==> src/hdl/sac_pkg.sv <==
// Package for the converter control block: offsets, fields, reset values, types.
package sac_pkg;
  localparam logic [15:0] SAC_OFS_RES_HIGH = 16'hFFC4;
  localparam logic [15:0] SAC_OFS_RES_LOW = 16'hFFC5;
  localparam logic [15:0] SAC_OFS_MODE = 16'hFFC6;
  localparam logic [15:0] SAC_OFS_START = 16'hFFC7;
  localparam logic [15:0] SAC_OFS_CLK_STOP1 = 16'hFFFA;
  localparam logic [15:0] SAC_OFS_IRQ_EDGE = 16'hFFF0;
  localparam logic [15:0] SAC_OFS_IRQ_STAT = 16'hFFF1;
  localparam logic [15:0] SAC_OFS_IRQ_MASK = 16'hFFF2;
  localparam logic [7:0] SAC_MODE_RESET = 8'h30;
  localparam logic [7:0] SAC_MODE_FIXED = 8'h30;
  localparam logic [7:0] SAC_START_RESERVED = 8'h7F;
  localparam logic [7:0] SAC_CLK_STOP1_RESET = 8'hFF;
  localparam logic [7:0] SAC_IRQ_EDGE_RESET = 8'h00;
  localparam int SAC_BIT_SPEED = 7;
  localparam int SAC_BIT_TRIG_EN = 6;
  localparam int SAC_BIT_START_FLAG = 7;
  localparam int SAC_BIT_STANDBY = 4;
  localparam int SAC_BIT_TRIG_EDGE = 4;
  localparam int SAC_BIT_DONE = 0;
  localparam int SAC_RESULT_W = 10;
  localparam int SAC_CLK_MHZ = 100;
  localparam int SAC_CONV_SLOW_PHI = 62;
  localparam int SAC_CONV_FAST_PHI = 31;
  localparam logic [5:0] SAC_CONV_SLOW_CYC = 6'(SAC_CONV_SLOW_PHI);
  localparam logic [5:0] SAC_CONV_FAST_CYC = 6'(SAC_CONV_FAST_PHI);
  localparam int SAC_STANDBY_WAKE_CYC = 10;

  typedef enum logic [1:0] {SAC_IDLE, SAC_SAMPLE, SAC_RUN} sac_state_t;

  typedef struct packed {
    logic speed;
    logic trig_en;
    logic [3:0] channel;
  } sac_mode_t;

  typedef struct packed {
    logic [SAC_RESULT_W-1:0] data;
  } sac_result_t;
endpackage

==> src/hdl/sac_top.sv <==
// Converter control: APB registers, conversion sequencer, trigger, interrupt.
//
// The APB register port was chosen for this implementation.
`timescale 1ns/10ps
// Behaviour
// - Successive approximation, one comparator decision per bit, 10-bit result.
// - High byte holds top eight bits; low byte bits 7:6 hold bottom two.
// - Result readable always; held from conversion end until the next conversion end.
// - Reset does not clear the result registers.
// - Mode register resets to 30 hex: speed, trigger enable, channel.
// - Speed bit clear gives 62 clocks per conversion, set gives 31.
// - Trigger enable gates starting by trigger pin edges.
// - Trigger edge polarity comes from the edge select register bit.
// - Mode bits 5 and 4 read one and ignore writes.
// - Channel codes 00xx select nothing; 0100-1111 select inputs 0 to 11.
// - A request is raised when each conversion finishes.
// - Standby bit in clock stop register 1 freezes the converter when clear; it resets set.
// - Writing one or a trigger edge starts; writing zero stops; end clears.
// - Flag falling at conversion end sets done request; enable gates interrupt.
module sac_top import sac_pkg::*; (
  input wire logic CLK,
  input wire logic RST_B,
  input wire logic CLK_EN,
  input wire logic PSEL,
  input wire logic PENABLE,
  input wire logic PWRITE,
  input wire logic [15:0] PADDR,
  input wire logic [31:0] PWDATA,
  output logic [31:0] PRDATA,
  output logic PREADY,
  output logic PSLVERR,
  input wire logic EXT_TRIGGER_PIN,
  input wire logic COMPARATOR_HIGH,
  output logic [9:0] LADDER_CODE,
  output logic [11:0] ANALOG_INPUTS_SELECT,
  output logic SAMPLE_HOLD,
  output logic CONV_DONE_IRQ
);

  function automatic logic [11:0] chan_decode(input logic [3:0] code);
    logic [11:0] sel;
    sel = 12'h000;
    if (code[3:2] != 2'b00) begin
      sel[4'(code - 4'h4)] = 1'b1;
    end
    return sel;
  endfunction

  sac_state_t state_r, state_nxt;
  sac_mode_t mode_r, mode_nxt;
  sac_result_t result_r, result_nxt;
  logic [9:0] trial_r, trial_nxt;
  logic [3:0] bit_r, bit_nxt;
  logic [5:0] count_r, count_nxt;
  logic [5:0] length_r, length_nxt;
  logic start_flag_r, start_flag_nxt;
  logic [7:0] clk_stop1_r, clk_stop1_nxt;
  logic [7:0] irq_edge_r, irq_edge_nxt;
  logic stat_r, stat_nxt;
  logic mask_r, mask_nxt;
  logic [2:0] trig_sync_r;
  logic [31:0] prdata_nxt;
  logic pready_nxt, pslverr_nxt, irq_nxt;
  logic [11:0] sel_nxt;
  logic hold_nxt;
  logic [9:0] ladder_nxt;

  logic apb_acc, apb_wr, apb_rd, awake, trig_edge, start_req, stop_req, conv_end;
  logic [3:0] bit_dec;

  assign apb_acc = PSEL && PENABLE && !PREADY;
  assign apb_wr = apb_acc && PWRITE;
  assign apb_rd = apb_acc && !PWRITE;
  assign awake = clk_stop1_r[SAC_BIT_STANDBY];
  // Edge detect only on the second and third stages
  assign trig_edge = irq_edge_r[SAC_BIT_TRIG_EDGE] ?
                     (trig_sync_r[1] && !trig_sync_r[2]) :
                     (!trig_sync_r[1] && trig_sync_r[2]);
  assign start_req = awake && !start_flag_r &&
                     ((apb_wr && PADDR == SAC_OFS_START && PWDATA[SAC_BIT_START_FLAG]) ||
                      (mode_r.trig_en && trig_edge));
  assign stop_req = apb_wr && PADDR == SAC_OFS_START && !PWDATA[SAC_BIT_START_FLAG];
  assign conv_end = state_r == SAC_RUN && count_r == length_r - 6'h01;
  assign bit_dec = bit_r - 4'h1;

  always_comb begin
    state_nxt = state_r;
    mode_nxt = mode_r;
    result_nxt = result_r;
    trial_nxt = trial_r;
    bit_nxt = bit_r;
    count_nxt = count_r;
    length_nxt = length_r;
    start_flag_nxt = start_flag_r;
    clk_stop1_nxt = clk_stop1_r;
    irq_edge_nxt = irq_edge_r;
    stat_nxt = stat_r;
    mask_nxt = mask_r;
    if (apb_wr) begin
      case (PADDR)
        SAC_OFS_MODE: begin
          mode_nxt.speed = PWDATA[SAC_BIT_SPEED];
          mode_nxt.trig_en = PWDATA[SAC_BIT_TRIG_EN];
          mode_nxt.channel = PWDATA[3:0];
        end
        SAC_OFS_CLK_STOP1: clk_stop1_nxt = PWDATA[7:0];
        SAC_OFS_IRQ_EDGE: irq_edge_nxt = PWDATA[7:0];
        SAC_OFS_IRQ_MASK: mask_nxt = PWDATA[SAC_BIT_DONE];
        default: ;
      endcase
    end
    if (awake) begin
      case (state_r)
        SAC_IDLE: begin
          if (start_req) begin
            start_flag_nxt = 1'b1;
            length_nxt = mode_r.speed ? SAC_CONV_FAST_CYC : SAC_CONV_SLOW_CYC;
            count_nxt = 6'h00;
            trial_nxt = 10'h200;
            bit_nxt = 4'(SAC_RESULT_W);
            state_nxt = SAC_SAMPLE;
          end
        end
        SAC_SAMPLE: begin
          count_nxt = count_r + 6'h01;
          state_nxt = SAC_RUN;
        end
        SAC_RUN: begin
          count_nxt = count_r + 6'h01;
          if (bit_r != 4'h0) begin
            // Keep or drop the trial bit, then try the next lower one
            if (!COMPARATOR_HIGH) begin
              trial_nxt[bit_dec] = 1'b0;
            end
            if (bit_dec != 4'h0) begin
              trial_nxt[4'(bit_dec - 4'h1)] = 1'b1;
            end
            bit_nxt = bit_dec;
          end
          if (conv_end) begin
            result_nxt.data = trial_nxt;
            start_flag_nxt = 1'b0;
            state_nxt = SAC_IDLE;
          end
        end
        default: state_nxt = SAC_IDLE;
      endcase
      if (stop_req && state_r != SAC_IDLE) begin
        start_flag_nxt = 1'b0;
        state_nxt = SAC_IDLE;
      end
    end
    if (apb_rd && PADDR == SAC_OFS_IRQ_STAT) begin
      stat_nxt = 1'b0;
    end
    if (awake && conv_end) begin
      stat_nxt = 1'b1;
    end
  end

  always_comb begin
    prdata_nxt = 32'h0000_0000;
    pslverr_nxt = 1'b0;
    if (apb_rd) begin
      case (PADDR)
        SAC_OFS_RES_HIGH: prdata_nxt[7:0] = result_r.data[9:2];
        SAC_OFS_RES_LOW: prdata_nxt[7:0] = {result_r.data[1:0], 6'h00};
        SAC_OFS_MODE: prdata_nxt[7:0] = {mode_r.speed, mode_r.trig_en,
                                         SAC_MODE_FIXED[5:4], mode_r.channel};
        SAC_OFS_START: prdata_nxt[7:0] = {start_flag_r, SAC_START_RESERVED[6:0]};
        SAC_OFS_CLK_STOP1: prdata_nxt[7:0] = clk_stop1_r;
        SAC_OFS_IRQ_EDGE: prdata_nxt[7:0] = irq_edge_r;
        SAC_OFS_IRQ_STAT: prdata_nxt[SAC_BIT_DONE] = stat_r;
        SAC_OFS_IRQ_MASK: prdata_nxt[SAC_BIT_DONE] = mask_r;
        default: pslverr_nxt = 1'b1;
      endcase
    end else if (apb_wr) begin
      case (PADDR)
        SAC_OFS_MODE, SAC_OFS_START, SAC_OFS_CLK_STOP1, SAC_OFS_IRQ_EDGE,
        SAC_OFS_IRQ_MASK, SAC_OFS_RES_HIGH, SAC_OFS_RES_LOW, SAC_OFS_IRQ_STAT: ;
        default: pslverr_nxt = 1'b1;
      endcase
    end
    pready_nxt = apb_acc;
    irq_nxt = stat_nxt && mask_nxt;
    sel_nxt = (state_nxt == SAC_IDLE) ? 12'h000 : chan_decode(mode_nxt.channel);
    hold_nxt = state_nxt == SAC_SAMPLE;
    ladder_nxt = trial_nxt;
  end

  // Software-visible control registers
  always_ff @(posedge CLK or negedge RST_B) begin
    if (!RST_B) begin
      mode_r <= sac_mode_t'({SAC_MODE_RESET[7:6], SAC_MODE_RESET[3:0]});
      clk_stop1_r <= SAC_CLK_STOP1_RESET;
      irq_edge_r <= SAC_IRQ_EDGE_RESET;
      mask_r <= 1'b0;
    end else if (CLK_EN) begin
      mode_r <= mode_nxt;
      clk_stop1_r <= clk_stop1_nxt;
      irq_edge_r <= irq_edge_nxt;
      mask_r <= mask_nxt;
    end
  end

  // Conversion sequencer
  always_ff @(posedge CLK or negedge RST_B) begin
    if (!RST_B) begin
      state_r <= SAC_IDLE;
      trial_r <= 10'h000;
      bit_r <= 4'h0;
      count_r <= 6'h00;
      length_r <= SAC_CONV_SLOW_CYC;
      start_flag_r <= 1'b0;
    end else if (CLK_EN) begin
      state_r <= state_nxt;
      trial_r <= trial_nxt;
      bit_r <= bit_nxt;
      count_r <= count_nxt;
      length_r <= length_nxt;
      start_flag_r <= start_flag_nxt;
    end
  end

  // Sticky completion status
  always_ff @(posedge CLK or negedge RST_B) begin
    if (!RST_B) begin
      stat_r <= 1'b0;
    end else if (CLK_EN) begin
      stat_r <= stat_nxt;
    end
  end

  // Trigger pin synchroniser and edge history
  always_ff @(posedge CLK or negedge RST_B) begin
    if (!RST_B) begin
      trig_sync_r <= 3'h0;
    end else if (CLK_EN) begin
      trig_sync_r <= {trig_sync_r[1:0], EXT_TRIGGER_PIN};
    end
  end

  // Bus answer
  always_ff @(posedge CLK or negedge RST_B) begin
    if (!RST_B) begin
      PRDATA <= 32'h0000_0000;
      PREADY <= 1'b0;
      PSLVERR <= 1'b0;
    end else if (CLK_EN) begin
      PRDATA <= prdata_nxt;
      PREADY <= pready_nxt;
      PSLVERR <= pslverr_nxt;
    end
  end

  // Pins toward the analog side and the interrupt line
  always_ff @(posedge CLK or negedge RST_B) begin
    if (!RST_B) begin
      CONV_DONE_IRQ <= 1'b0;
      ANALOG_INPUTS_SELECT <= 12'h000;
      SAMPLE_HOLD <= 1'b0;
      LADDER_CODE <= 10'h000;
    end else if (CLK_EN) begin
      CONV_DONE_IRQ <= irq_nxt;
      ANALOG_INPUTS_SELECT <= sel_nxt;
      SAMPLE_HOLD <= hold_nxt;
      LADDER_CODE <= ladder_nxt;
    end
  end

  // Result keeps its value through reset
  always_ff @(posedge CLK) begin
    if (CLK_EN) begin
      result_r <= result_nxt;
    end
  end

endmodule // sac_top

==> config.mk <==
export PLATFORM = sky130hd
export DESIGN_NAME = sac_top
export DESIGN_NICKNAME = d
export VERILOG_FILES = /design/src/hdl/sac_pkg.sv /design/src/hdl/sac_top.sv
export SDC_FILE = /design/constraint.sdc
export NUM_CORES = 1
export LEC_CHECK = 0
export BUFFER_PORTS_ARGS = -buffer_cell sky130_fd_sc_hd__buf_4
export CAP_MARGIN = 15
export CORE_MARGIN = 4
export CORE_UTILIZATION = 54
export DETAILED_ROUTE_END_ITERATION = 6
export GPL_TIMING_DRIVEN = 0
export MAX_ROUTING_LAYER = met4
export PLACE_DENSITY = 0.8
export RECOVER_POWER = 50
export SLEW_MARGIN = 40
export SYNTH_ARGS = -nofsm -noshare
export SYNTH_HDL_FRONTEND = slang
export SYNTH_SLANG_ARGS = --single-unit
==> constraint.sdc <==
create_clock -name CLK -period 3.5 [get_ports CLK]
set_input_delay 0.35 -clock CLK [delete_from_list [all_inputs] [get_ports CLK]]
set_output_delay 0.35 -clock CLK [all_outputs]
set_load 0.02 [all_outputs]
=== Word-level counts from Yosys, hierarchy flattened ===
Index checks and enable logic that the tools add are counted.

* Bits in registers: 90
* Bits in latches: 0
* Memory bits (writable): 0
* Bits in read-only memories: 0
* Output and inout bits: 58
* Memories kept: 0

* Add/subtract/negate cells: 5
* Multiply operators: 0
* Divide/modulo/power cells: 0
* Magnitude comparators: 6
* Eq/ne operators: 16
* Shifts and indexed selects: 0
* Mux-type cells: 45
* Bitwise operators: 3
* Reduce and logical (&&, ||, !) cells: 47

{| class="wikitable"
|+ Operators by type and width
! cell !! count
|-
| $eq A16 B16 Y1 const B || 8
|-
| $mux W10 || 8
|-
| $pmux W7 S6 || 1
|-
| $mux W12 || 2
|-
| $logic_and A1 B1 Y1 || 20
|-
| $pmux W10 S2 || 1
|-
| $mux W4 || 4
|-
| $reduce_and A4 Y1 || 4
|-
| $lt A4 B5 Y1 const B || 3
|-
| $mux W1 || 14
|-
| $demux W1 S4 || 3
|-
| $ge A4 B1 Y1 const B || 3
|-
| $mux W6 || 2
|-
| $pmux W6 S2 || 1
|-
| $and A10 B10 Y10 || 1
|-
| $not A10 Y10 || 1
|-
| $or A10 B10 Y10 || 1
|-
| $reduce_and A5 Y1 || 2
|-
| $reduce_and A3 Y1 || 3
|-
| $mux W2 || 4
|-
| $mux W8 || 1
|-
| $pmux W4 S2 || 1
|-
| $reduce_bool A2 Y1 || 4
|-
| $reduce_bool A4 Y1 || 2
|-
| 20 further kinds || 28
|}

=== Longest topological paths before layout ===
Gate-level depths: netlist (run 1).

* Depth after elaboration: 16
* Mapped depth: 10

=== Worst setup path before layout (run 1) ===
No wires, ideal clock.

* Kind: flip-flop to flip-flop
* Start point: reg state_r[0]
* End point: reg ANALOG_INPUTS_SELECT[8]
* Setup time: 0.096 ns
* Data arrival time: 2.324 ns
* Data required time: 3.404 ns
* Setup slack: 1.081 ns
* Cell stages (with the launch flop): 11
* Period minus slack after synthesis: 2.419 ns
* Cells stage by stage: dfrtp_1 -> inv_1 -> ha_1 -> clkbuf_1 -> nor2_1 -> and4b_2 -> a211o_1 -> o311ai_1 -> a21oi_1 -> buf_4 -> o32ai_2

* Cells in the longest elaborated chain, start to end: 8
* Elaborated cells between the ends (all ways): 13
* Those cells by class: eq/ne: 2; mux: 6; reduce/logical: 5

{| class="wikitable"
|+ RTL lines
! what !! line !! text
|-
| from (decl) || sac_top.sv:49 || <nowiki>sac_state_t state_r, state_nxt;</nowiki>
|-
| from (signal assigned) || sac_top.sv:216 || <nowiki>state_r <= state_nxt;</nowiki>
|-
| $eq A2 B2 Y1 || sac_top.sv:83, sac_top.sv:113 ||
|-
| $logic_and A1 B1 Y1 || sac_top.sv:83 || <nowiki>assign conv_end = state_r == SAC_RUN && count_r == length_r - 6'h01;</nowiki>
|-
| $mux W2 || sac_top.sv:140 || <nowiki>if (conv_end) begin</nowiki>
|-
| $pmux W2 S3 || sac_top.sv:113 || <nowiki>case (state_r)</nowiki>
|-
| $mux W2 || sac_top.sv:148 || <nowiki>if (stop_req && state_r != SAC_IDLE) begin</nowiki>
|-
| $mux W2 (*) || sac_top.sv:112 || <nowiki>if (awake) begin</nowiki>
|-
| $logic_not A2 Y1 (*) || sac_top.sv:186 || <nowiki>sel_nxt = (state_nxt == SAC_IDLE) ? 12'h000 : chan_decode(mode_nxt.channel);</nowiki>
|-
| $mux W12 (*) || sac_top.sv:186 ||
|-
| to (signal assigned) || sac_top.sv:265 || <nowiki>ANALOG_INPUTS_SELECT <= sel_nxt;</nowiki>
|-
| to (decl) || sac_top.sv:35 || <nowiki>output logic [11:0] ANALOG_INPUTS_SELECT,</nowiki>
|}

Every way passes the cells marked *; elsewhere a longest branch is shown, timed or not.
A chain may end at the register's enable or synchronous reset.

=== Worst setup path after layout (run 1) ===
Same ends and word-level chain as after synthesis.

==> results of run 1 <==
cell type report:
type,instances,area share
Buffer,39,0.0482
Clock buffer,11,0.0264
Clock inverter,5,0.0113
Inverter,22,0.0144
Multi-Input combinational cell,333,0.426
Sequential cell,86,0.386
Tap cell,108,0.0236
Timing Repair Buffer,62,0.0637
registers in the layout, summed over array words and instances, names as in the netlist, 2 cells and up:
signal	cells
bit_r	4
trig_sync_r	3
mode_r	6
state_r	2
ANALOG_INPUTS_SELECT	12
clk_stop1_r	8
result_r	10
irq_edge_r	8
PRDATA	8
LADDER_CODE	10
length_r	2
count_r	6
synth_stat cells, drive strengths merged (7+ instances only):
cell     number  share of area
a21oi        17          0.018
a22o         13          0.023
a32o          7          0.014
buf          28          0.042
clkbuf       10          0.012
dfrtp        67           0.34
dfstp         9          0.048
edfxtp       10          0.061
ha           11          0.028
inv          22          0.017
mux2         29          0.071
mux2i         8          0.016
nand2        44          0.034
nand3        14          0.014
nand3b        8          0.012
nor2         29          0.023
nor3         10          0.013
o21ai        13          0.013
o2bb2ai      17          0.030
cells by family after synthesis:
group / Yosys count / synth area share
and+or+nand+nor: 146 / 0.169
AOI/OAI and AO/OA: 107 / 0.175
DFF: 86 / 0.450
buffers and inverters: 61 / 0.0731
muxes: 38 / 0.0919
adders and majority gates: 11 / 0.0280
xor gates and xnor gates: 7 / 0.0125
other: 1 / 0.000763
worst paths after layout:
check / startpoint / end / slack (ns) / cells past startpoint
max in group asynchronous: RST_B / LADDER_CODE[7]$_DFFE_PN0P_ / 1.93 / 1
max: state_r[0]$_DFFE_PN0P_ / ANALOG_INPUTS_SELECT[8]$_DFFE_PN0P_ / 0.59 / 10
min: EXT_TRIGGER_PIN / trig_sync_r[0]$_DFFE_PN0P_ / 0.22 / 2
min reg2reg: ANALOG_INPUTS_SELECT[7]$_DFFE_PN0P_ / ANALOG_INPUTS_SELECT[7]$_DFFE_PN0P_ / 0.49 / 1
max reg2reg: state_r[0]$_DFFE_PN0P_ / ANALOG_INPUTS_SELECT[8]$_DFFE_PN0P_ / 0.59 / 10
min in group asynchronous: RST_B / trig_sync_r[1]$_DFFE_PN0P_ / 0.48 / 1
critical path, cell delays in order (launching register included):
cell and delay, ns:
dfrtp_1 0.47, inv_1 0.20, ha_1 0.17, clkbuf_1 0.30
nor2_1 0.13, and4b_2 0.22, a211o_1 0.35, o311ai_1 0.38
a21oi_1 0.15, buf_4 0.22, o32ai_2 0.25
per-layer routing:
metal | vias to the layer above | routed length [microns]
met2 | 188 | 5740
met4 | 0 | 318
met3 | 31 | 778
met1 | 1881 | 4970
met5 | - | 0
li1 | 1847 | -
power by group through the flow:
stage                     logic [mW]  registers (mW)  clock network [mW]
after global routing           0.242            1.03               0.812
after detailed placement       0.221            1.05                   0
after global placement         0.214            1.05                   0
after floorplan                0.135            1.05                   0
after CTS                      0.221            1.03               0.764
final                          0.218            1.03               0.757
per-stage QoR:
step           power (mW)  setup slack [ns]
5_1_grt              2.08             0.402
2_1_floorplan        1.19              1.08
3_3_place_gp         1.26             0.763
4_1_cts              2.01             0.656
6_report             2.00             0.593
3_5_place_dp         1.27             0.689
==> results.json, run 1 <==
{
  "first_iter_violations": 185,
  "async_flop_share": 0.884,
  "area_growth_pct": 16.7,
  "numClockSinks": 86,
  "setup_viol": 0,
  "hold_viol_final": 0,
  "use_met3": 0.0295,
  "max_freq_mhz": 344,
  "tns_ns": 0,
  "cts_tree": "done",
  "seqPwrFrac": 0.514,
  "globalRoute.busiestLayer": "met2",
  "start_util": 0.558,
  "finish.instance_area_sq_um": 5740,
  "num-fill-cells": 721,
  "status": "finished with violations",
  "maxSlewHeadroom": -0.225,
  "utilization": 0.651,
  "start_kind": "flop",
  "syn_avg_cell_area_sq_um": 10.8,
  "drc_errors": 0,
  "antennaDiodeCount": 0,
  "coreArea_sq_um": 8810,
  "final_antenna_net_count": 0,
  "crit_required_ns": 3.77,
  "hpwl_mm": 8.76,
  "final_max_slew_viol_count": 77,
  "synth_edf_count": 10,
  "regArea_sq_um": 2210,
  "switching_share": 0.264,
  "synthesis.area_sq_um": 4910,
  "crit_type": "flop to flop",
  "die_w_microns": 103,
  "nNetsFinal": 620,
  "grt_pass1_wl_mm": 18.9,
  "drv_cap": 1,
  "cts_buffer_depth": 2,
  "hold_ws_ns": 0.222,
  "postSynthCellCount": 457,
  "clock-root-buffer": "clkbuf_8",
  "first_pass_iters": 5,
  "cts_setup_buffers": 0,
  "place_inst": 650,
  "avgRoutedWirePerCell_microns": 17.7,
  "path_max_fanout": 10,
  "drive_gt1_frac": 0.269,
  "grt_overflow": 0,
  "gr-usage-met2": 0.376,
  "crit_arrival_ns": 3.18,
  "portBuffers": 62,
  "fin_crit_ns": 2.91,
  "grt_max_degree": 77,
  "ys_warn_count": 0,
  "tightest_slew_ns": 1.84,
  "combinationalPowerShare": 0.109,
  "rsz0062_at_grt": "false",
  "cp-end-kind": "flop",
  "vias_per_cell": 5.93,
  "die_h_microns": 103,
  "path_clk_slew_ns": 0.09,
  "grt.total_usage": 0.234,
  "vias": 3947,
  "htreeDepth": 3,
  "final.period_utilization": 0.831,
  "antenna_found_initial": 0,
  "cts_resized": 0,
  "wirelength_mm": 11.8,
  "vdd_drop_max_uv": 218,
  "dieArea_sq_um": 10700,
  "p_int_mw": 1.48,
  "fin_cells": 666,
  "multi_input_area_sq_um": 2450,
  "gp_congestion": 0.962,
  "p_leak_nw": 2.55,
  "seq_area_frac_synth": 0.450,
  "violations": "max-capacitance violations, max-slew violations",
  "p_switching_mw": 0.529,
  "synth.distinct_cells": 80,
  "final_common_cell": "dfrtp_1",
  "cts_buffers": 9,
  "fin_skew_ns": 0.0161,
  "rows": 34,
  "first_global_vias": 3809,
  "power.density_nw_per_um2": 349,
  "hp-class": "input port to flop",
  "postCtsHoldBufs": 0,
  "pwr-share-clk": 0.378,
  "ys.flop_type": "dfrtp_1",
  "mostFrequentLayoutCells": "67 x dfrtp_1, 60 x buf_4, 44 x nand2_1, 35 x clkbuf_1, 26 x nor2_1",
  "met1_usage": 0.304,
  "clock_latency_ns": 0.36,
  "ios": 114,
  "place_area_sq_um": 5620,
  "ys_ff_latch": 86
}
(Power assumes the default switching activity.)
==> run 2: changes to the inputs <==
--- a/config.mk
+++ b/config.mk
@@ -5,14 +5,15 @@
 export SDC_FILE = /design/constraint.sdc
 export NUM_CORES = 1
 export LEC_CHECK = 0
+export ABC_AREA = 1
 export BUFFER_PORTS_ARGS = -buffer_cell sky130_fd_sc_hd__buf_4
 export CAP_MARGIN = 15
 export CORE_MARGIN = 4
-export CORE_UTILIZATION = 54
+export CORE_UTILIZATION = 49
 export DETAILED_ROUTE_END_ITERATION = 6
 export GPL_TIMING_DRIVEN = 0
 export MAX_ROUTING_LAYER = met4
-export PLACE_DENSITY = 0.8
+export PLACE_DENSITY = 0.77
 export RECOVER_POWER = 50
 export SLEW_MARGIN = 40
 export SYNTH_ARGS = -nofsm -noshare
==> constraint.sdc (replaced) <==
create_clock -name CLK -period 2.4 [get_ports CLK]
set_input_delay 0.24 -clock CLK [delete_from_list [all_inputs] [get_ports CLK]]
set_output_delay 0.24 -clock CLK [all_outputs]
set_load 0.02 [all_outputs]
==> run 2 against run 1 <==
Effect of this change:
- the run still ends with max-capacitance violations, max-slew violations left
- global-route usage shrank 0.93 points
- final cell count grew 30%
- non-clock buffer count shrank 2
- first-iteration DRC count grew 23%
- highest routed layer unchanged
==> results.json, run 2 <==
{
  "synth_most_common_cell": "nand2_1",
  "hold_depth": 3,
  "synth_commonest_cells": "222 x nand2_1, 67 x dfrtp_1, 55 x inv_1",
  "setup_viol": 0,
  "hp-class": "input port to flop",
  "nNetsFinal": 794,
  "cts_buffers": 9,
  "drive_gt1_frac": 0.167,
  "fin_skew_ns": 0.00715,
  "holdPathEnd": "trig_sync_r[0]$_DFFE_PN0P_",
  "crit_arrival_ns": 2.46,
  "fin_crit_ns": 2.16,
  "gp_congestion": 0.904,
  "ys_ff_latch": 86,
  "vias": 4389,
  "first_iter_violations": 228,
  "crit_type": "flop to flop",
  "start_kind": "flop",
  "postSynthCellCount": 627,
  "cts_tree": "done",
  "final.setup.worst_slack_ns": 0.245,
  "violations": "max-capacitance violations, max-slew violations",
  "antenna_found_initial": 0,
  "p_leak_nw": 2.95,
  "final_antenna_net_count": 0,
  "synth.distinct_cells": 41,
  "drv_cap": 1,
  "async_flop_share": 0.884,
  "hold_ws_ns": 0.0878,
  "start_util": 0.501,
  "rsz0062_at_grt": "false",
  "coreArea_sq_um": 9680,
  "synthesis.area_sq_um": 4850,
  "die_h_microns": 107,
  "hold_start": "EXT_TRIGGER_PIN",
  "hpwl_mm": 9.26,
  "power.density_nw_per_um2": 496,
  "largest_reg_flops": 12,
  "grt.total_usage": 0.224,
  "r2r-start": "bit_r[0]$_DFFE_PN0P_",
  "netlist.area_leader.share": 0.346,
  "crit-reg2reg-capture": "LADDER_CODE[0]$_DFFE_PN0P_",
  "ys.flop_type": "dfrtp_1",
  "first_global_vias": 4328,
  "path_clk_slew_ns": 0.08,
  "final_max_slew_viol_count": 77,
  "final.period_utilization": 0.898,
  "crit_required_ns": 2.70,
  "grt_max_degree": 77,
  "htreeDepth": 3,
  "mostFrequentLayoutCells": "222 x nand2_1, 66 x dfrtp_1, 63 x buf_4, 55 x inv_1, 52 x o21ai_0",
  "wirelength_mm": 12.1,
  "grt_overflow": 0,
  "first_pass_iters": 5,
  "numClockSinks": 86,
  "portBuffers": 65,
  "cts_buffer_depth": 2,
  "tightest_slew_ns": 1.74,
  "dpl_worst_slack_ns": -0.0131,
  "drc_errors": 0,
  "synth_edf_count": 10,
  "status": "finished with violations",
  "regMostFlops": "ANALOG_INPUTS_SELECT",
  "reg_top3": "ANALOG_INPUTS_SELECT x12, LADDER_CODE x10, result_r x10",
  "clock_latency_ns": 0.36,
  "seq_area_frac_synth": 0.456,
  "grt_pass1_wl_mm": 20.3,
  "max_freq_mhz": 464,
  "vdd_drop_max_uv": 390,
  "die_w_microns": 107,
  "synth_area_leaders": "dfrtp_1 35%, nand2_1 17%, edfxtp_1 6.2%",
  "ys_warn_count": 0,
  "ios": 114,
  "clock-root-buffer": "clkbuf_8",
  "cts_setup_buffers": 0,
  "synth_top_area_cell": "dfrtp_1",
  "antennaDiodeCount": 0,
  "maxSlewHeadroom": -0.157,
  "path_max_fanout": 6,
  "vias_per_cell": 5.07,
  "reg2reg_slack_ns": 0.24,
  "avgRoutedWirePerCell_microns": 14.0,
  "dieArea_sq_um": 11600,
  "hold_viol_final": 0,
  "syn_avg_cell_area_sq_um": 7.74,
  "rows": 36,
  "cp-end-kind": "flop",
  "area_growth_pct": 18.1,
  "final_common_cell": "nand2_1",
  "worstRegToRegCells": 9
}
[run 2: routing by layer]
| layer | up-vias | global-route usage | routed length (microns) |
|---|---|---|---|
| met5 | - | - | 0 |
| met4 | 0 | 0.0775 | 303 |
| met3 | 35 | 0.0540 | 934 |
| met2 | 177 | 0.369 | 5820 |
| met1 | 2021 | 0.272 | 5070 |
| li1 | 2156 | - | - |
[run 2: critical path: stages, from the launching register on]
cell     delay (ns)
dfrtp_2        0.44
inv_1          0.11
ha_1           0.28
xnor2_2        0.26
nand3_1        0.18
xor2_2         0.27
nand2_1        0.13
o21ai_0        0.28
nand2_1        0.08
nand2_1        0.06
[run 2: per-stage QoR]
step	std cells	utilization	power [mW]	cell area, sq um	setup TNS, ns
floorplan	650	-	1.70	4940	0
global placement	848	0.578	1.80	5600	0
detailed placement	848	0.579	1.81	5610	-0.0131
CTS	865	0.602	2.86	5830	0
global route	865	0.592	2.96	5730	0
finish	865	0.592	2.84	5730	0
[run 2: worst max path at each step]
stage / slack [ns] / end / start
global placement: 0.002 / result_r[8]$_DFFE_PP_ / bit_r[0]$_DFFE_PN0P_
finish: 0.24 / LADDER_CODE[0]$_DFFE_PN0P_ / bit_r[0]$_DFFE_PN0P_
floorplan: 0.31 / result_r[8]$_DFFE_PP_ / bit_r[0]$_DFFE_PN0P_
global route: 0.02 / LADDER_CODE[5]$_DFFE_PN0P_ / bit_r[0]$_DFFE_PN0P_
CTS: 0.12 / result_r[8]$_DFFE_PP_ / bit_r[0]$_DFFE_PN0P_
detailed placement: -0.01 / result_r[8]$_DFFE_PP_ / bit_r[0]$_DFFE_PN0P_
[run 2: report_power, final]
group          switching, mW  leakage [nW]  internal, mW
clock                  0.517         0.104         0.539
sequential            0.0125          1.09          1.49
combinational          0.188          1.76        0.0989
[run 2: timing repair]
action | CTS | global route
endpoints found under the hold margin | 67 | 0
hold buffers | 1 | 0
endpoints found under the setup margin | 2 | 10
gates resized for setup | 1 | 3
gates cloned | 0 | 0
[run 2: cells by family after synthesis]
group           count (synthesis)  synth area share
fa+ha+maj                      11            0.0284
simple gates                  340             0.305
flops                          86             0.456
buf+inv                        95            0.0941
other cells                     1          0.000773
xor+xnor                        8            0.0175
compound gates                 86            0.0975
[run 2: final cells by class]
class                      instances  area, sq um
buffer                            33          223
multi-input combinational        469         2290
clock buffer                      13          159
inverter                          62          234
tap                              133          166
clock inverter                     3         41.3
fill                             878         3960
timing repair buffer              66          402
sequential                        86         2210
